<file path="config.mk">
export PLATFORM = sky130hd
export DESIGN_NAME = frm_fault_response_manager
export DESIGN_NICKNAME = d
export VERILOG_FILES = /design/src/hw/frm_pkg.sv /design/src/hw/frm_fault_response_manager.sv
export SDC_FILE = /design/constraint.sdc
export NUM_CORES = 1
export LEC_CHECK = 0
export ABC_AREA = 1
export BUFFER_PORTS_ARGS = -buffer_cell sky130_fd_sc_hd__buf_2
export CORE_ASPECT_RATIO = 1.1
export CORE_MARGIN = 1.5
export CORE_UTILIZATION = 35
export CTS_CLUSTER_DIAMETER = 30
export DETAILED_ROUTE_END_ITERATION = 6
export SYNTH_ARGS = -nofsm -noshare
export SYNTH_HDL_FRONTEND = slang
export SYNTH_SLANG_ARGS = --single-unit
</file>
<file path="constraint.sdc">
create_clock -name mclk_i -period 2.3 [get_ports mclk_i]
set_clock_uncertainty 0.2 [all_clocks]
set_input_delay 0.115 -clock mclk_i [delete_from_list [all_inputs] [get_ports mclk_i]]
set_output_delay 0.115 -clock mclk_i [all_outputs]
set_load 0.01 [all_outputs]
</file>
<file path="src/hw/frm_pkg.sv">
package frm_pkg;
   // Register word addresses on the plain register port.
   localparam logic [3:0] FRM_ADDR_CTRL = 4'h0;
   localparam logic [3:0] FRM_ADDR_STATUS = 4'h1;
   localparam logic [3:0] FRM_ADDR_CLEAR = 4'h2;
   localparam logic [3:0] FRM_ADDR_LIVE = 4'h3;
   // Control register fields.
   localparam int FRM_CTRL_FREQ_LSB = 0;
   localparam int FRM_CTRL_INH_BIT = 3;
   localparam int FRM_CTRL_VB_LSB = 4;
   localparam logic [15:0] FRM_CTRL_RESET = 16'h0001;
   // Status and clear bit positions.
   localparam int FRM_ST_FREQ_HIGH = 0;
   localparam int FRM_ST_FREQ_LOW = 1;
   localparam int FRM_ST_INH_U = 2;
   localparam int FRM_ST_INH_V = 3;
   localparam int FRM_ST_INH_W = 4;
   localparam int FRM_ST_VB_LOW = 5;
   localparam int FRM_ST_BITS = 6;
   // Response selections.
   localparam logic [2:0] FRM_SEL_OFF = 3'h0;
   localparam logic [2:0] FRM_SEL_RUN = 3'h1;
   localparam logic [2:0] FRM_SEL_ALL9 = 3'h2;
   localparam logic [2:0] FRM_SEL_MOTOR6 = 3'h3;
   localparam logic [2:0] FRM_SEL_ALL9_CP = 3'h4;
   localparam logic [2:0] FRM_SEL_ALL9_CP_HOLD = 3'h5;
   // Filter and self-test timing.
   localparam int FRM_CLK_HZ = 20000000;
   localparam int FRM_FILTER_NS = 2000;
   localparam int FRM_FILTER_CYC = (FRM_FILTER_NS * (FRM_CLK_HZ / 1000000) + 999) / 1000;
   localparam int FRM_BIST_NS = 5000;
   localparam int FRM_BIST_CYC = (FRM_BIST_NS * (FRM_CLK_HZ / 1000000) + 999) / 1000;

   typedef struct packed {
      logic [2:0] high;
      logic [2:0] low;
      logic [2:0] relay;
   } frm_gate_t;

   typedef struct packed {
      logic pump_supply_switch;
      logic pump_driver_run;
      logic osc_enable;
      logic power_ok;
   } frm_supply_t;

   typedef enum logic [1:0] {
      FRM_PWR_DOWN,
      FRM_PWR_BIST,
      FRM_PWR_FAIL,
      FRM_PWR_RUN
   } frm_pwr_t;
endpackage

</file>
<file path="src/hw/frm_fault_response_manager.sv">
`timescale 1ns/1ps
`default_nettype none
// Summary of operation
// - Frequency selection 001 runs, 010 nine off, 011 six off, 100/101 nine plus pump.
// - Inhibit input turns its phase off; selection 1 also sets phase status and pin.
// - Retained status holds until software writes one to its clear bit.
// - Clear write is ignored while the detector still reports the error.
// - Without a clear bit, status is never set, not even while detection lasts.
// - Settings marked as not affecting the pin keep the fault indicator high.
// - Fault indicator low while any retained status is set, high when all cleared.
// - Non-retaining modes never pull the fault indicator low, not even during detection.
// - Latched responses last until status clears; others end with detection.
// - Selections are writable anytime but apply only while status shows no error.
// - Pump off opens the supply switch and halts the pump driver.
// - Nine off drives every gate low; six off spares the relay channels.
// - Faulty phase off drives high and low gate of that phase only low.
// - Without the safety clock the frequency response runs but the pin stays high.
// - Logic-supply undervoltage is either of two comparator flags high.
// - Logic undervoltage drops power ok, pin, all gates, pump and oscillator.
// - After logic undervoltage, self-test; pass restarts, fail keeps off and pin low.
// - Battery undervoltage after filtering turns nine gates off; oscillator runs, pump runs unless its selection is 100/101.
// - Selection change during battery undervoltage waits for end and clear.
module frm_fault_response_manager #(
   parameter int FILTER_CYC = frm_pkg::FRM_FILTER_CYC,
   parameter int BIST_CYC = frm_pkg::FRM_BIST_CYC
) (
   // Clock and reset
   input wire logic mclk_i,
   input wire logic rst_n_i,
   // Raw comparator outputs
   input wire logic freq_high_cmp_i,
   input wire logic freq_low_cmp_i,
   input wire logic vb_low_cmp_i,
   input wire logic logic_supply_low_flag_a_i,
   input wire logic logic_supply_low_flag_b_i,
   input wire logic [2:0] inhibit_i,
   input wire logic safety_osc_clock_ok_i,
   // Self-test result
   input wire logic bist_pass_i,
   // Commanded gate drive
   input wire frm_pkg::frm_gate_t gate_cmd_i,
   // Register port
   input wire logic [3:0] reg_addr_i,
   input wire logic [15:0] reg_wdata_i,
   input wire logic reg_wr_i,
   input wire logic reg_rd_i,
   output logic [15:0] reg_rdata_o,
   // Outputs
   output frm_pkg::frm_gate_t gate_o,
   output frm_pkg::frm_supply_t supply_o,
   output logic fault_indicator_n_o
);
   import frm_pkg::*;

   localparam int NDET = 3;
   localparam int CW = $clog2(FILTER_CYC + 1);
   localparam int BW = $clog2(BIST_CYC + 1);

   // A zero count would leave the filter or the self-test window without an end point.
   if (FILTER_CYC < 1 || BIST_CYC < 1) begin : g_bad_count
      $error("Filter and self-test counts must be at least one.");
   end

   logic rst_s1_reg, rst_s2_reg;
   wire logic rst_n = rst_s2_reg;

   always_ff @(posedge mclk_i or negedge rst_n_i) begin
      if (!rst_n_i) begin
         rst_s1_reg <= 1'b0;
         rst_s2_reg <= 1'b0;
      end else begin
         rst_s1_reg <= 1'b1;
         rst_s2_reg <= rst_s1_reg;
      end
   end

   // Filters: index 0 frequency high, 1 frequency low, 2 battery low.
   logic [NDET-1:0] cmp_raw;
   logic [NDET-1:0] det_reg;
   assign cmp_raw = {vb_low_cmp_i, freq_low_cmp_i, freq_high_cmp_i};

   // A single low sample restarts the count, so a chattering comparator never trips.
   genvar gi;
   generate
      for (gi = 0; gi < NDET; gi++) begin : g_filt
         logic [CW-1:0] cnt_reg;
         always_ff @(posedge mclk_i or negedge rst_n) begin
            if (!rst_n) begin
               cnt_reg <= '0;
               det_reg[gi] <= 1'b0;
            end else if (!cmp_raw[gi]) begin
               cnt_reg <= '0;
               det_reg[gi] <= 1'b0;
            end else if (cnt_reg >= CW'(FILTER_CYC - 1)) begin
               det_reg[gi] <= 1'b1;
            end else begin
               cnt_reg <= cnt_reg + CW'(1);
            end
         end
      end
   endgenerate

   wire logic freq_det = det_reg[0] | det_reg[1];
   wire logic vb_det = det_reg[2];
   wire logic logic_low = logic_supply_low_flag_a_i | logic_supply_low_flag_b_i;

   // Written selections and the copies that actually steer the response.
   logic [2:0] freq_sel_reg, freq_act_reg;
   logic inh_sel_reg, inh_act_reg;
   logic [2:0] vb_sel_reg, vb_act_reg;
   logic [FRM_ST_BITS-1:0] status_reg;

   // Write decode; the status and live words are read-only, so writes there are dropped.
   function automatic logic wr_hit(input logic wr, input logic [3:0] addr,
                                   input logic [3:0] want);
      wr_hit = wr && addr == want;
   endfunction

   wire logic ctrl_wr = wr_hit(reg_wr_i, reg_addr_i, FRM_ADDR_CTRL);
   wire logic clr_wr = wr_hit(reg_wr_i, reg_addr_i, FRM_ADDR_CLEAR);

   // Selections are stored at once; the active copies below decide when they apply.
   always_ff @(posedge mclk_i or negedge rst_n) begin
      if (!rst_n) begin
         freq_sel_reg <= FRM_CTRL_RESET[FRM_CTRL_FREQ_LSB +: 3];
         inh_sel_reg <= FRM_CTRL_RESET[FRM_CTRL_INH_BIT];
         vb_sel_reg <= FRM_CTRL_RESET[FRM_CTRL_VB_LSB +: 3];
      end else if (ctrl_wr) begin
         freq_sel_reg <= reg_wdata_i[FRM_CTRL_FREQ_LSB +: 3];
         inh_sel_reg <= reg_wdata_i[FRM_CTRL_INH_BIT];
         vb_sel_reg <= reg_wdata_i[FRM_CTRL_VB_LSB +: 3];
      end
   end

   // A selection is adopted only while its monitor shows neither status nor detection.
   always_ff @(posedge mclk_i or negedge rst_n) begin
      if (!rst_n) begin
         freq_act_reg <= FRM_CTRL_RESET[FRM_CTRL_FREQ_LSB +: 3];
         inh_act_reg <= FRM_CTRL_RESET[FRM_CTRL_INH_BIT];
         vb_act_reg <= FRM_CTRL_RESET[FRM_CTRL_VB_LSB +: 3];
      end else begin
         if (!freq_det && status_reg[FRM_ST_FREQ_LOW:FRM_ST_FREQ_HIGH] == 2'h0) begin
            freq_act_reg <= freq_sel_reg;
         end
         if (inhibit_i == 3'h0 && status_reg[FRM_ST_INH_W:FRM_ST_INH_U] == 3'h0) begin
            inh_act_reg <= inh_sel_reg;
         end
         if (!vb_det && !status_reg[FRM_ST_VB_LOW]) begin
            vb_act_reg <= vb_sel_reg;
         end
      end
   end

   function automatic logic retains(input logic [2:0] sel);
      retains = sel != FRM_SEL_OFF;
   endfunction

   // Selection 000 disables a monitor: no status and no pin. Battery undervoltage still
   // forces the gates off, because that response does not depend on the selection.
   logic freq_on, vb_on;
   assign freq_on = retains(freq_act_reg);
   assign vb_on = retains(vb_act_reg);

   // Status: detection sets, clear-by-one only when the detector is quiet.
   logic [FRM_ST_BITS-1:0] det_vec, ret_vec;
   always_comb begin
      det_vec = '0;
      ret_vec = '0;
      det_vec[FRM_ST_FREQ_HIGH] = det_reg[0] & freq_on;
      det_vec[FRM_ST_FREQ_LOW] = det_reg[1] & freq_on;
      det_vec[FRM_ST_INH_W:FRM_ST_INH_U] = inh_act_reg ? inhibit_i : 3'h0;
      det_vec[FRM_ST_VB_LOW] = vb_det & vb_on;
      ret_vec[FRM_ST_FREQ_LOW:FRM_ST_FREQ_HIGH] = {2{freq_on}};
      ret_vec[FRM_ST_INH_W:FRM_ST_INH_U] = {3{inh_act_reg}};
      ret_vec[FRM_ST_VB_LOW] = vb_on;
   end

   generate
      // Detection is tested first, so a clear in the cycle of a new event loses.
      for (gi = 0; gi < FRM_ST_BITS; gi++) begin : g_stat
         always_ff @(posedge mclk_i or negedge rst_n) begin
            if (!rst_n) begin
               status_reg[gi] <= 1'b0;
            end else if (det_vec[gi]) begin
               status_reg[gi] <= 1'b1;
            end else if (!ret_vec[gi]) begin
               status_reg[gi] <= 1'b0;
            end else if (clr_wr && reg_wdata_i[gi]) begin
               status_reg[gi] <= 1'b0;
            end
         end
      end
   endgenerate

   // Power sequencing for logic-supply undervoltage and self-test.
   frm_pwr_t pwr_reg;
   logic [BW-1:0] bist_cnt_reg;
   logic bist_done;
   assign bist_done = bist_cnt_reg >= BW'(BIST_CYC - 1);

   // The self-test window starts again from zero after every logic-supply dip.
   always_ff @(posedge mclk_i or negedge rst_n) begin
      if (!rst_n) begin
         bist_cnt_reg <= '0;
      end else if (logic_low || pwr_reg != FRM_PWR_BIST) begin
         bist_cnt_reg <= '0;
      end else if (!bist_done) begin
         bist_cnt_reg <= bist_cnt_reg + BW'(1);
      end
   end

   // A failed self-test is final until the logic supply dips again.
   always_ff @(posedge mclk_i or negedge rst_n) begin
      if (!rst_n) begin
         pwr_reg <= FRM_PWR_BIST;
      end else if (logic_low) begin
         pwr_reg <= FRM_PWR_DOWN;
      end else begin
         unique case (pwr_reg)
            FRM_PWR_DOWN: begin
               pwr_reg <= FRM_PWR_BIST;
            end
            FRM_PWR_BIST: begin
               if (bist_done) begin
                  pwr_reg <= bist_pass_i ? FRM_PWR_RUN : FRM_PWR_FAIL;
               end
            end
            FRM_PWR_FAIL: begin
               pwr_reg <= FRM_PWR_FAIL;
            end
            FRM_PWR_RUN: begin
               pwr_reg <= FRM_PWR_RUN;
            end
         endcase
      end
   end

   // Response decode: latched selection keeps its response while status is held.
   function automatic logic [2:0] resp(input logic [2:0] sel, input logic act,
                                       input logic held);
      // Bit 2 nine off, bit 1 six off, bit 0 pump off.
      resp = 3'h0;
      if (act || (held && sel == FRM_SEL_ALL9_CP_HOLD)) begin
         unique case (sel)
            FRM_SEL_ALL9: resp = 3'h4;
            FRM_SEL_MOTOR6: resp = 3'h2;
            FRM_SEL_ALL9_CP, FRM_SEL_ALL9_CP_HOLD: resp = 3'h5;
            default: resp = 3'h0;
         endcase
      end
   endfunction

   // Inhibit cuts its phase whatever the selection; the selection only decides status.
   logic [2:0] freq_resp, vb_resp;
   logic [2:0] phase_off;
   logic all_off, motor_off, pump_off, run_ok;
   always_comb begin
      freq_resp = resp(freq_act_reg, freq_det,
                       |status_reg[FRM_ST_FREQ_LOW:FRM_ST_FREQ_HIGH]);
      vb_resp = resp(vb_act_reg, vb_det, status_reg[FRM_ST_VB_LOW]);
      run_ok = pwr_reg == FRM_PWR_RUN && !logic_low;
      phase_off = inhibit_i;
      all_off = freq_resp[2] | vb_resp[2] | vb_det | !run_ok;
      motor_off = freq_resp[1] | vb_resp[1];
      pump_off = freq_resp[0] | vb_resp[0] | !run_ok;
   end

   // One gate stage for each phase; the relay channel obeys only the nine-channel cut.
   generate
      for (gi = 0; gi < 3; gi++) begin : g_phase
         wire logic phase_run = !all_off && !motor_off && !phase_off[gi];
         always_ff @(posedge mclk_i or negedge rst_n) begin
            if (!rst_n) begin
               gate_o.high[gi] <= 1'b0;
               gate_o.low[gi] <= 1'b0;
               gate_o.relay[gi] <= 1'b0;
            end else begin
               gate_o.high[gi] <= gate_cmd_i.high[gi] & phase_run;
               gate_o.low[gi] <= gate_cmd_i.low[gi] & phase_run;
               gate_o.relay[gi] <= gate_cmd_i.relay[gi] & !all_off;
            end
         end
      end
   endgenerate

   // Both halves of the charge pump switch together, so the pump never runs unsupplied.
   always_ff @(posedge mclk_i or negedge rst_n) begin
      if (!rst_n) begin
         supply_o.pump_supply_switch <= 1'b0;
         supply_o.pump_driver_run <= 1'b0;
      end else begin
         supply_o.pump_supply_switch <= !pump_off;
         supply_o.pump_driver_run <= !pump_off;
      end
   end

   // Battery undervoltage leaves the oscillator alone; only the logic supply stops it.
   always_ff @(posedge mclk_i or negedge rst_n) begin
      if (!rst_n) begin
         supply_o.osc_enable <= 1'b0;
         supply_o.power_ok <= 1'b0;
      end else begin
         supply_o.osc_enable <= !logic_low;
         supply_o.power_ok <= !logic_low;
      end
   end

   // The frequency monitor cannot pull the pin when the safety clock is gone.
   logic pin_low;
   always_comb begin
      pin_low = |status_reg[FRM_ST_VB_LOW:FRM_ST_INH_U];
      if (safety_osc_clock_ok_i) begin
         pin_low = pin_low | (|status_reg[FRM_ST_FREQ_LOW:FRM_ST_FREQ_HIGH]);
      end
      pin_low = pin_low | !run_ok;
   end

   // The indicator starts low and rises only once the self-test has passed.
   always_ff @(posedge mclk_i or negedge rst_n) begin
      if (!rst_n) begin
         fault_indicator_n_o <= 1'b0;
      end else begin
         fault_indicator_n_o <= !pin_low;
      end
   end

   // Read data stand for one cycle only; an idle port reads as zero, never a stale word.
   logic [15:0] rd_word;
   always_comb begin
      unique case (reg_addr_i)
         FRM_ADDR_CTRL: rd_word = {9'h000, vb_sel_reg, inh_sel_reg, freq_sel_reg};
         FRM_ADDR_STATUS: rd_word = {10'h000, status_reg};
         FRM_ADDR_LIVE: rd_word = {11'h000, pwr_reg, det_reg};
         default: rd_word = 16'h0000;
      endcase
   end

   always_ff @(posedge mclk_i or negedge rst_n) begin
      if (!rst_n) begin
         reg_rdata_o <= '0;
      end else begin
         reg_rdata_o <= reg_rd_i ? rd_word : 16'h0000;
      end
   end
endmodule
`default_nettype wire

</file>
# Word-level counts from Yosys, hierarchy flattened
# Cells that the tools add are included.
# word_totals
ramBits,0
register_bits,80
mem_bits_ro,0
elab_cells,182
mem_count,0
latchBits,0
# classes
div_mod_pow,0
shift,0
n_bitwise,22
multipliers,0
add_sub_neg,4
n_reduce_logical,44
n_lt_le_gt_ge,4
eq_ne,29
muxes,44
# op_table
op,count
$mux W6,6
$mux W1,26
$pmux W7 S3,1
$add A6 B1 Y6 const B,3
$ge A6 B6 Y1 const B,3
$logic_and A1 B1 Y1,18
$ne A3 B1 Y1 const B,6
$pmux W3 S3,2
$mux W16,1
$mux W7,2
$and A1 B1 Y1,12
$eq A3 B2 Y1 const B,4
$eq A3 B3 Y1 const B,4
$logic_not A1 Y1,12
$ne A2 B1 Y1 const B,5
$or A1 B1 Y1,10
$mux W3,3
$eq A4 B2 Y1 const B,2
$pmux W2 S4,1
$add A7 B1 Y7 const B,1
$ge A7 B7 Y1 const B,1
$logic_not A3 Y1,2
$ne A2 B2 Y1 const B,3
$reduce_bool A3 Y1,2
other kinds (10),17

# Depth between registers and ports, before layout
# Gate-level depths: netlist of the first run.
# depth
word_depth,11
mapped_depth,8
ltp_nobuf,8

# Worst setup path after synthesis of the first run
# No wires, ideal clock.
# synth_timing
kind,reg2reg
startpoint,reg bist_cnt_reg[0]
endpoint,reg bist_cnt_reg[2]
path_stages_with_launch,9
setup_time_ns,0.074
setup_slack_ns,0.833
arrival_time_ns,1.193
path_buffers,0
synth_period_minus_slack_ns,1.467
cell_sequence,dfrtp_1 -> ha_1 -> nor2_1 -> nand3_1 -> nand2_1 -> nand2_1 -> inv_1 -> nand3b_1 -> o21ai_2
# synth_between
elab_chain_len,3
word_cells_on_any_way,5
cone_classes,add/sub (1); order compare (1); eq/ne (1); mux (2)
# synth_rtl
element,line,source
from (decl),frm_fault_response_manager.sv:197,logic [BW-1:0] bist_cnt_reg;
from (signal assigned),frm_fault_response_manager.sv:208,bist_cnt_reg <= bist_cnt_reg + BW'(1);
$add A7 B1 Y7,frm_fault_response_manager.sv:208,
$mux W7,frm_fault_response_manager.sv:207,end else if (!bist_done) begin
$mux W7,frm_fault_response_manager.sv:205,end else if (logic_low || pwr_reg != FRM_PWR_BIST) begin
# Several ways; a longest one is shown, not always the timed one. The select of a mux whose other input is x is not followed.
# A chain may end at the register's enable or synchronous reset.

# Final worst setup path of the first run
# layout_timing
startpoint,in logic_supply_low_flag_a_i
endpoint,reg bist_cnt_reg[2]
# layout_between
elab_chain_len,3
word_cells_on_any_way,4
cone_classes,eq/ne (1); mux (1); bitwise (1); reduce/logical (1)
# layout_rtl
element,line,source
from (decl),frm_fault_response_manager.sv:34,"input wire logic logic_supply_low_flag_a_i,"
$or A1 B1 Y1 (*),frm_fault_response_manager.sv:105,wire logic logic_low = logic_supply_low_flag_a_i | logic_supply_low_flag_b_i;
$logic_or A1 B1 Y1 (*),frm_fault_response_manager.sv:205,
$ne A2 B1 Y1 (no line) or $mux W7 (tied branches),--,
# Every way passes the cells marked *; elsewhere a longest branch is shown, timed or not.

==> results.yml, run 1 <==
finish:
  nNetsFinal: 510
  largest_reg_flops: 18
  fin_area_sq_mm: 0.00416
  area_delta_synth_final_pct: 29.7
  fill_cells: 881
  diodes: 0
  drive_above_1_share: 0.205
global_route:
  grt_pass1_vias: 2501
  track_usage: 0.154
  grt_pass1_wl_microns: 11600
  grt_max_degree: 26
  grt-ovfl-total: 0
  antenna_found_initial: 0
synth:
  yosysTopAreaCell: "dfrtp_1"
  ys_top_cells_by_count: "dfrtp_1, nand2_1, inv_1"
  synth.distinct_cells: 32
  syn-cell-area_sq_mm: 0.00320
  yosys.area.top_type_share: 0.531
  ys_ff_latch: 71
  async_flop_share: 1.00
  syn_inst: 362
  yosysWarnings: 0
  avgSynthCellArea_sq_um: 8.85
  ys_seq_area_frac: 0.556
  synth_area_leaders: "dfrtp_1, nand2_1, inv_1, o21ai_0, nor2_1"
  synth-edff-count: 0
  synth_ff_type: "dfrtp_1"
sta:
  slew_headroom: 0.659
  worstMarginPinSlew_ns: 0.512
  finalCritPeriodShare: 0.902
  report.final.slew_viol_count: 0
  period_needed_ns: 2.08
  rsz0062_at_grt: "no"
  setup_violations: 0
  hold_viol: 0
  fmax_ghz: 0.482
  fin_setup_tns_ns: 0
critical_path:
  required_ns: 2.38
  r2r-start: "status_reg[1]"
  cp_max_fo: 5
  crit_path_end_kind: "flip-flop"
  critPathLaunchType: "input port"
  crit_chain: "dlygate4sd3_1 -> buf_2 -> nor2_4 -> dlygate4sd3_1 -> inv_1 -> nor2_2 -> nand2_1 -> inv_1 -> nand3b_1 -> o21ai_2"
  rr_worst_depth: 8
  crit_path_top_delay_cell: "dlygate4sd3_1"
  max_stage_delay_ns: 0.61
  r2r_end: "gate_o[7]"
  r2r_setup_slack_ns: 0.23
  crit_start: "logic_supply_low_flag_a_i"
  critPathArrivalTime_ns: 2.15
  worstSetupEndpoint: "bist_cnt_reg[2]"
  critPathKind: "input port to flip-flop"
cts:
  ctsResizeCount: 0
  clk_pin_slew_ns: 0.08
  cts.htree.levels: 3
  cts.sinks: 71
  cts_setup_buffers: 0
  cts_tree: "done"
  clk_latency_ns: 0.34
  cts_made_buffers: 9
  cts_root_buf: "clkbuf_8"
  cts.path.max_buffers: 2
drt:
  antenna_left: 0
  vias: 2655
  drtIter0Drc: 115
  wl_microns: 6880
  drc: 0
  avgRoutedWirePerCell_microns: 11.8
  first_pass_iters: 4
  viasPerCell: 4.56
die:
  die_area_sq_mm: 0.00974
  core_area_sq_mm: 0.00887
  start_util: 0.361
  die_y_microns: 103
  die_x_microns: 94.2
  rows: 36
  ioPinCount: 73
placement:
  place_area_sq_mm: 0.00359
  routabilityCongestion: 0.834
  io_buffers: 54
  hpwl_microns: 5210
run_status:
  status: "complete, no violations"
power_and_ir_drop:
  p_leak_nw: 2.15
  p_per_area_mw_per_mm2: 650
  ir_drop_uv: 337
  power_mw: 2.70
hold_path:
  hp-class: "input port to flip-flop"
run:
  maxCapViolCount: 0
## power by group
group / internal (mW) / leakage [nW] / total (mW) / switching (mW)
logic: 0.145 / 1.10 / 0.307 / 0.162
registers: 1.35 / 0.948 / 1.43 / 0.0786
clock network: 0.526 / 0.100 / 0.965 / 0.439
## kinds of logic after synthesis
family,synth area share
compound gates,0.115
xor+xnor,0.00547
fa+ha+maj,0.0156
buf+inv,0.0906
flops,0.556
mux,0.00703
other cells,0.00234
simple gates,0.208
## final cells by class
class | count | area, sq um | area share
multi-input cells | 233 | 1160 | 0.280
repair buffers | 94 | 676 | 0.163
well taps | 114 | 143 | 0.0343
flip-flops and latches | 71 | 1780 | 0.429
clock inverters | 4 | 45.0 | 0.0108
inverters | 54 | 203 | 0.0488
clock buffers | 12 | 145 | 0.0349
## routing by layer
| metal | GRT usage | share of wire | up-vias |
|---|---|---|---|
| li1 | - | - | 1354 |
| met5 | 0 | 0 | - |
| met2 | 0.248 | 0.47 | 60 |
| met1 | 0.203 | 0.48 | 1235 |
| met3 | 0.0365 | 0.045 | 6 |
| met4 | 0.0586 | 0.011 | 0 |
## worst max-delay path: cells and delay by family
| kind | cells | cell delay (ns) |
|---|---|---|
| AO/OA/AOI/OAI | 1 | 0.06 |
| buffers and inverters | 5 | 1.48 |
| AND/OR/NAND/NOR | 4 | 0.48 |
## metrics by stage
stage | setup WS [ns] | hold slack (ns) | utilization | cells
2_1_floorplan | 0.833 | -0.381 | - | 370
3_3_place_gp | 0.706 | -0.297 | 0.405 | 529
3_5_place_dp | 0.666 | -0.296 | 0.405 | 529
4_1_cts | 0.216 | 0.00807 | 0.468 | 582
5_1_grt | 0.0369 | 0.0471 | 0.468 | 582
6_report | 0.224 | 0.0149 | 0.468 | 582
## cells in the final DEF, fill, tap and decap left out, drive strengths merged, types with 2 or more instances in the layout
master        n
a21oi        23
a31oi         2
and3          4
buf          57
clkbuf       12
clkinv        3
conb         10
dfrtp        68
dfstp         3
dlygate4sd3  37
ha            4
inv          54
mux2          2
nand2        72
nand3        10
nand4         7
nor2         41
nor3         13
o211ai        2
o21ai        33
o221ai        3
xnor2         2
## how the worst min path moves through the flow
stage / start / to / slack, ns / cells past startpoint
detailed placement: rst_n_i / rst_s1_reg / -0.30 / 1
CTS: reg_wr_i / freq_sel_reg[2] / 0.008 / 3
global route: reg_wr_i / freq_sel_reg[2] / 0.05 / 3
finish: reg_addr_i[1] / reg_rdata_o[5] / 0.01 / 4
floorplan: rst_n_i / rst_n / -0.38 / 0
global placement: rst_n_i / rst_s1_reg / -0.30 / 1
## repair_timing
action,in CTS,in global routing
hold buffers,37,0
endpoints found under the setup margin,0,0
endpoints found under the hold margin,58,0
Note: power is estimated with default switching activity, not from simulation.
==> run 2, diff against run 1 <==
--- a/config.mk
+++ b/config.mk
@@ -12,6 +12,7 @@
 export CORE_UTILIZATION = 35
 export CTS_CLUSTER_DIAMETER = 30
 export DETAILED_ROUTE_END_ITERATION = 6
+export SETUP_SLACK_MARGIN = 0.4
 export SYNTH_ARGS = -nofsm -noshare
 export SYNTH_HDL_FRONTEND = slang
 export SYNTH_SLANG_ARGS = --single-unit
==> run 2 against run 1 <==
Against the previous run:
- sequential cell count is the same
- setup slack gained 0.32 ns
- clock power is essentially flat
- core utilization shrank 0.56 points
- sequential power is essentially flat
- power is essentially flat
- worst hold slack lost 0.00066 ns
- global-route usage shrank 0.22 points
- largest cell class unchanged
==> results.yml, run 2 (synthesis results as in run 1) <==
drt:
  met3_wirelength_microns: 360
  route.met2.wl_microns: 3170
  viasPerCell: 4.54
  m1WireLength_microns: 3250
  first_pass_iters: 4
  wl_microns: 6840
  drtIter0Drc: 122
  antenna_left: 0
  top_layer: "met4"
  vias: 2622
  drc: 0
  avgRoutedWirePerCell_microns: 11.9
power_and_ir_drop:
  p_per_area_mw_per_mm2: 658
  ir_drop_uv: 339
  p_leak_nw: 2.11
  power_mw: 2.70
critical_path:
  required_ns: 2.39
  crit_path_top_delay_cell: "dlygate4sd3_1"
  cp_max_fo: 4
  crit_buf_inv: 2
  critPathTopFamily: "buffers and inverters"
  critPathArrivalTime_ns: 1.84
  crit_start: "pwr_reg[0]"
  critPathLaunchType: "flip-flop"
  critPathKind: "flip-flop to flip-flop"
  crit_chain: "inv_1 -> a21oi_1 -> o21ai_0 -> dlygate4sd3_1 -> nand2_1"
  max_stage_delay_ns: 0.57
  cp_num_cells: 5
  crit_path_end_kind: "flip-flop"
  r2r-start: "pwr_reg[0]"
  rr_worst_depth: 5
placement:
  io_buffers: 54
  hpwl_microns: 5210
  routabilityCongestion: 0.834
  place_inst: 529
hold_path:
  hp-class: "input port to flip-flop"
  hold_depth: 3
  min_from: "reg_wr_i"
cts:
  cts.htree.levels: 3
  clk_latency_ns: 0.34
  cts_root_buf: "clkbuf_8"
  clk_pin_slew_ns: 0.08
  cts_tree: "done"
  cts.sinks: 71
  cts_setup_buffers: 0
  cts.path.max_buffers: 2
  cts_made_buffers: 9
die:
  die_area_sq_mm: 0.00974
  ioPinCount: 73
  rows: 36
  die_y_microns: 103
  core_area_sq_mm: 0.00887
  start_util: 0.361
  die_x_microns: 94.2
finish:
  drive_above_1_share: 0.207
  diodes: 0
  nNetsFinal: 505
  mostFrequentLayoutCells: "nand2_1, dfrtp_1, buf_2"
  fill_cells: 882
  largest_reg_flops: 18
  final_cells: 577
  final_common_cell: "nand2_1"
  area_delta_synth_final_pct: 28.2
  fin_util: 0.463
global_route:
  grt-ovfl-total: 0
  track_usage: 0.152
  antenna_found_initial: 0
  grt_max_degree: 26
  grt_pass1_vias: 2463
  grt_pass1_wl_microns: 11400
sta:
  hold_viol: 0
  report.final.slew_viol_count: 0
  rsz0062_at_grt: "no"
  slew_headroom: 0.659
  period_needed_ns: 1.76
  hold_slack_ns: 0.0143
  setup_violations: 0
  finalCritPeriodShare: 0.764
  worstMarginPinSlew_ns: 0.512
  fin_setup_tns_ns: 0
  fmax_ghz: 0.569
run:
  maxCapViolCount: 0
run_status:
  status: "complete, no violations"
[run 2: worst paths after layout]
kind                                         to  slack [ns]
max in group asynchronous       freq_act_reg[0]        1.22
min reg2reg                g_filt[1].cnt_reg[1]        0.04
max reg2reg                          pwr_reg[0]        0.54
min                             freq_sel_reg[2]        0.01
min in group asynchronous  g_filt[1].cnt_reg[1]        0.04
max                                  pwr_reg[0]        0.54
[run 2: what timing repair did]
| action | in CTS | in global routing |
|---|---|---|
| hold buffers | 32 | 0 |
| gates resized for setup | 0 | 0 |
| hold endpoints to repair | 58 | 0 |
[run 2: cell type report]
type | count | area, sq um | share of cell area
flip-flops and latches | 71 | 1780 | 0.434
multi-input cells | 233 | 1160 | 0.283
repair buffers | 89 | 626 | 0.152
inverters | 54 | 203 | 0.0494
clock buffers | 12 | 145 | 0.0354
well taps | 114 | 143 | 0.0347
clock inverters | 4 | 45.0 | 0.0110
[run 2: per-stage QoR]
step | setup WS (ns) | instance area [sq um]
finish | 0.543 | 4110
global route | 0.455 | 4110
CTS | 0.563 | 4110
detailed placement | 0.666 | 3590
global placement | 0.706 | 3590
floorplan | 0.833 | 3230
[run 2: tightest hold or removal path: cells and delay by family]
family / cells / cell delay [ns]
buf+inv: 1 / 0.11
compound gates: 1 / 0.08
simple gates: 1 / 0.20
[run 2: metal layers]
metal | up-vias | global-route usage
li1 | 1342 | -
met1 | 1214 | 0.200
met2 | 62 | 0.245
met3 | 4 | 0.0365
met4 | 0 | 0.0586
met5 | - | 0
[run 2: power by group]
part           total [mW]  leakage, nW  switching, mW  internal, mW
combinational       0.308         1.06          0.163         0.146
sequential           1.43        0.948         0.0785          1.35
clock               0.966        0.100          0.440         0.526
==> run 3, diff against run 2 <==
--- a/config.mk
+++ b/config.mk
@@ -5,7 +5,7 @@
 export SDC_FILE = /design/constraint.sdc
 export NUM_CORES = 1
 export LEC_CHECK = 0
-export ABC_AREA = 1
+export ABC_AREA = 0
 export BUFFER_PORTS_ARGS = -buffer_cell sky130_fd_sc_hd__buf_2
 export CORE_ASPECT_RATIO = 1.1
 export CORE_MARGIN = 1.5
==> constraint.sdc (replaced) <==
create_clock -name mclk_i -period 1.8 [get_ports mclk_i]
set_clock_uncertainty 0.2 [all_clocks]
set_input_delay 0.09 -clock mclk_i [delete_from_list [all_inputs] [get_ports mclk_i]]
set_output_delay 0.09 -clock mclk_i [all_outputs]
set_load 0.01 [all_outputs]
==> run 3 against run 2 <==
Against the previous run:
- the run now ends with hold timing left
- fmax grew 5.9%
- register-to-register slack got worse by 0.40 ns
- via count increased by 8.0%
- die area grew 4.5%
- power rose by 41%
- critical path depth down 1
- critical path type unchanged
- highest routed layer unchanged
==> results.yml, run 3 <==
run_status:
  violations: "hold timing"
  status: "finished with violations"
sta:
  report.final.slew_viol_count: 0
  period_needed_ns: 1.66
  hold_viol: 11
  finalCritPeriodShare: 0.922
  fmax_ghz: 0.603
  fin_setup_tns_ns: 0
  hold_slack_ns: -0.155
  setup_violations: 0
  rsz0062_at_grt: "yes"
synth:
  syn_inst: 309
  yosys.area.top_type_share: 0.508
  avgSynthCellArea_sq_um: 10.8
  yosysWarnings: 0
  yosysTopAreaCell: "dfrtp_1"
  ys_top_cells_by_count: "dfrtp_1, o21ai_0, a21oi_1"
  synth_area_leaders: "dfrtp_1, mux2_2, o21ai_0, a21oi_1, buf_4"
  synth.distinct_cells: 47
  yosysMostFrequentCell: "dfrtp_1"
  ys_ff_latch: 71
  synth-edff-count: 0
  ys_seq_area_frac: 0.531
  syn-cell-area_sq_mm: 0.00335
  async_flop_share: 1.00
  synth_ff_type: "dfrtp_1"
power_and_ir_drop:
  p_per_area_mw_per_mm2: 762
  ir_drop_uv: 372
  p_leak_nw: 2.27
global_route:
  grt_pass1_vias: 2848
  grt_pass1_wl_microns: 13500
  antenna_found_initial: 0
  grt_max_degree: 70
  track_usage: 0.171
  grt-ovfl-total: 0
drt:
  antenna_left: 0
  wl_microns: 8300
  first_pass_iters: 4
  avgRoutedWirePerCell_microns: 15.0
  vias: 2832
  drtIter0Drc: 126
  drc: 0
  viasPerCell: 5.10
cts:
  clk_pin_slew_ns: 0.08
  cts.path.max_buffers: 2
  cts.sinks: 71
  cts_root_buf: "clkbuf_8"
  clk_latency_ns: 0.35
  cts_tree: "done"
  cts.htree.levels: 3
  cts_made_buffers: 9
  postCtsHoldBufs: 27
critical_path:
  critPathLaunchType: "flip-flop"
  max_stage_delay_ns: 0.46
  cp_max_fo: 6
  crit_path_end_kind: "flip-flop"
  critPathKind: "flip-flop to flip-flop"
  crit_chain: "nor4_4 -> nor4b_4 -> buf_6 -> nor4_2"
  required_ns: 1.85
  critPathArrivalTime_ns: 1.71
  crit_path_top_delay_cell: "dfrtp_2"
finish:
  fin_util: 0.533
  area_delta_synth_final_pct: 48.9
  diodes: 0
  nNetsFinal: 481
  mostFrequentLayoutCells: "dfrtp_1, buf_2, buf_4"
  fill_cells: 811
  largest_reg_flops: 18
  drive_above_1_share: 0.438
  final_common_cell: "dfrtp_1"
die:
  die_area_sq_mm: 0.0102
  core_area_sq_mm: 0.00935
  die_x_microns: 96.3
  ioPinCount: 73
  die_y_microns: 106
  start_util: 0.358
  rows: 37
hold_path:
  hp-class: "input port to flip-flop"
run:
  maxCapViolCount: 0
placement:
  routabilityCongestion: 0.783
  hpwl_microns: 5010
  io_buffers: 54
run 3: cell count changes after synthesis, moves of 8 or more:
cell	previous run	this run
nor2_1	32	14
mux2_2	2	12
a211o_1	0	10
nand2_1	68	9
nor4_1	0	8
inv_1	52	15
run 3: worst max-delay path, delay by kind of cell, from the launching register on:
family	cells	cell delay, ns
and+or+nand+nor	3	0.75
DFF	1	0.46
buffers and inverters	1	0.16
run 3: timing repair:
| item | CTS | global route |
|---|---|---|
| hold endpoints to repair | 53 | 11 |
| gates cloned | 1 | 0 |
| pin swaps | 21 | 20 |
| setup endpoints to repair | 39 | 42 |
| setup buffers | 22 | 11 |
| gates resized for setup | 42 | 40 |
run 3: per-layer routing:
metal  GRT usage  wire [microns]  up-vias
met4      0.0497             111        0
met2       0.268            4080       74
li1            -               -     1342
met5           0               0        -
met3      0.0491             385        9
met1       0.229            3730     1407
run 3: metrics by stage:
stage / instance area (sq um) / setup WS (ns) / cells / power [mW]
final: 4990 / 0.141 / 555 / 3.80
after floorplan: 3490 / 0.200 / 317 / 2.16
after CTS: 4700 / 0.158 / 544 / 3.81
after detailed placement: 3850 / 0.0793 / 479 / 2.30
after global routing: 4990 / 0.0571 / 555 / 3.99
after global placement: 3850 / 0.120 / 479 / 2.28
run 3: kinds of logic after synthesis:
logic type | Yosys count | share of synthesized area
DFF | 71 | 0.531
other | 2 | 0.00224
xor gates and xnor gates | 4 | 0.0105
AOI/OAI and AO/OA | 82 | 0.155
and+or+nand+nor | 90 | 0.164
muxes | 20 | 0.0650
buffers and inverters | 36 | 0.0568
adders and majority gates | 4 | 0.0149
run 3: final timing paths:
kind	end	start	slack, ns	cells after the start
worst min-delay path	reg_rdata_o[5]	reg_addr_i[1]	-0.15	3
worst max-delay path	gate_o[4]	det_reg[1]	0.14	4
worst min register to register	bist_cnt_reg[5]	rst_n	0.11	1
worst max register to register	gate_o[4]	det_reg[1]	0.14	4
min in group asynchronous	bist_cnt_reg[5]	rst_n	0.11	1
max in group asynchronous	rst_n	rst_n_i	0.86	3
run 3: power breakdown:
part	leakage [nW]	internal [mW]	switching [mW]
logic	1.22	0.338	0.252
registers	0.936	1.73	0.112
clock network	0.105	0.770	0.597
run 3: cell type report:
class / instances / area (sq um) / area share
clock inverter: 6 / 86.3 / 0.0173
clock buffer: 9 / 124 / 0.0248
multi-input combinational: 210 / 1830 / 0.368
timing repair buffer: 127 / 951 / 0.191
sequential: 71 / 1790 / 0.359
tap: 117 / 146 / 0.0293
inverter: 15 / 56.3 / 0.0113
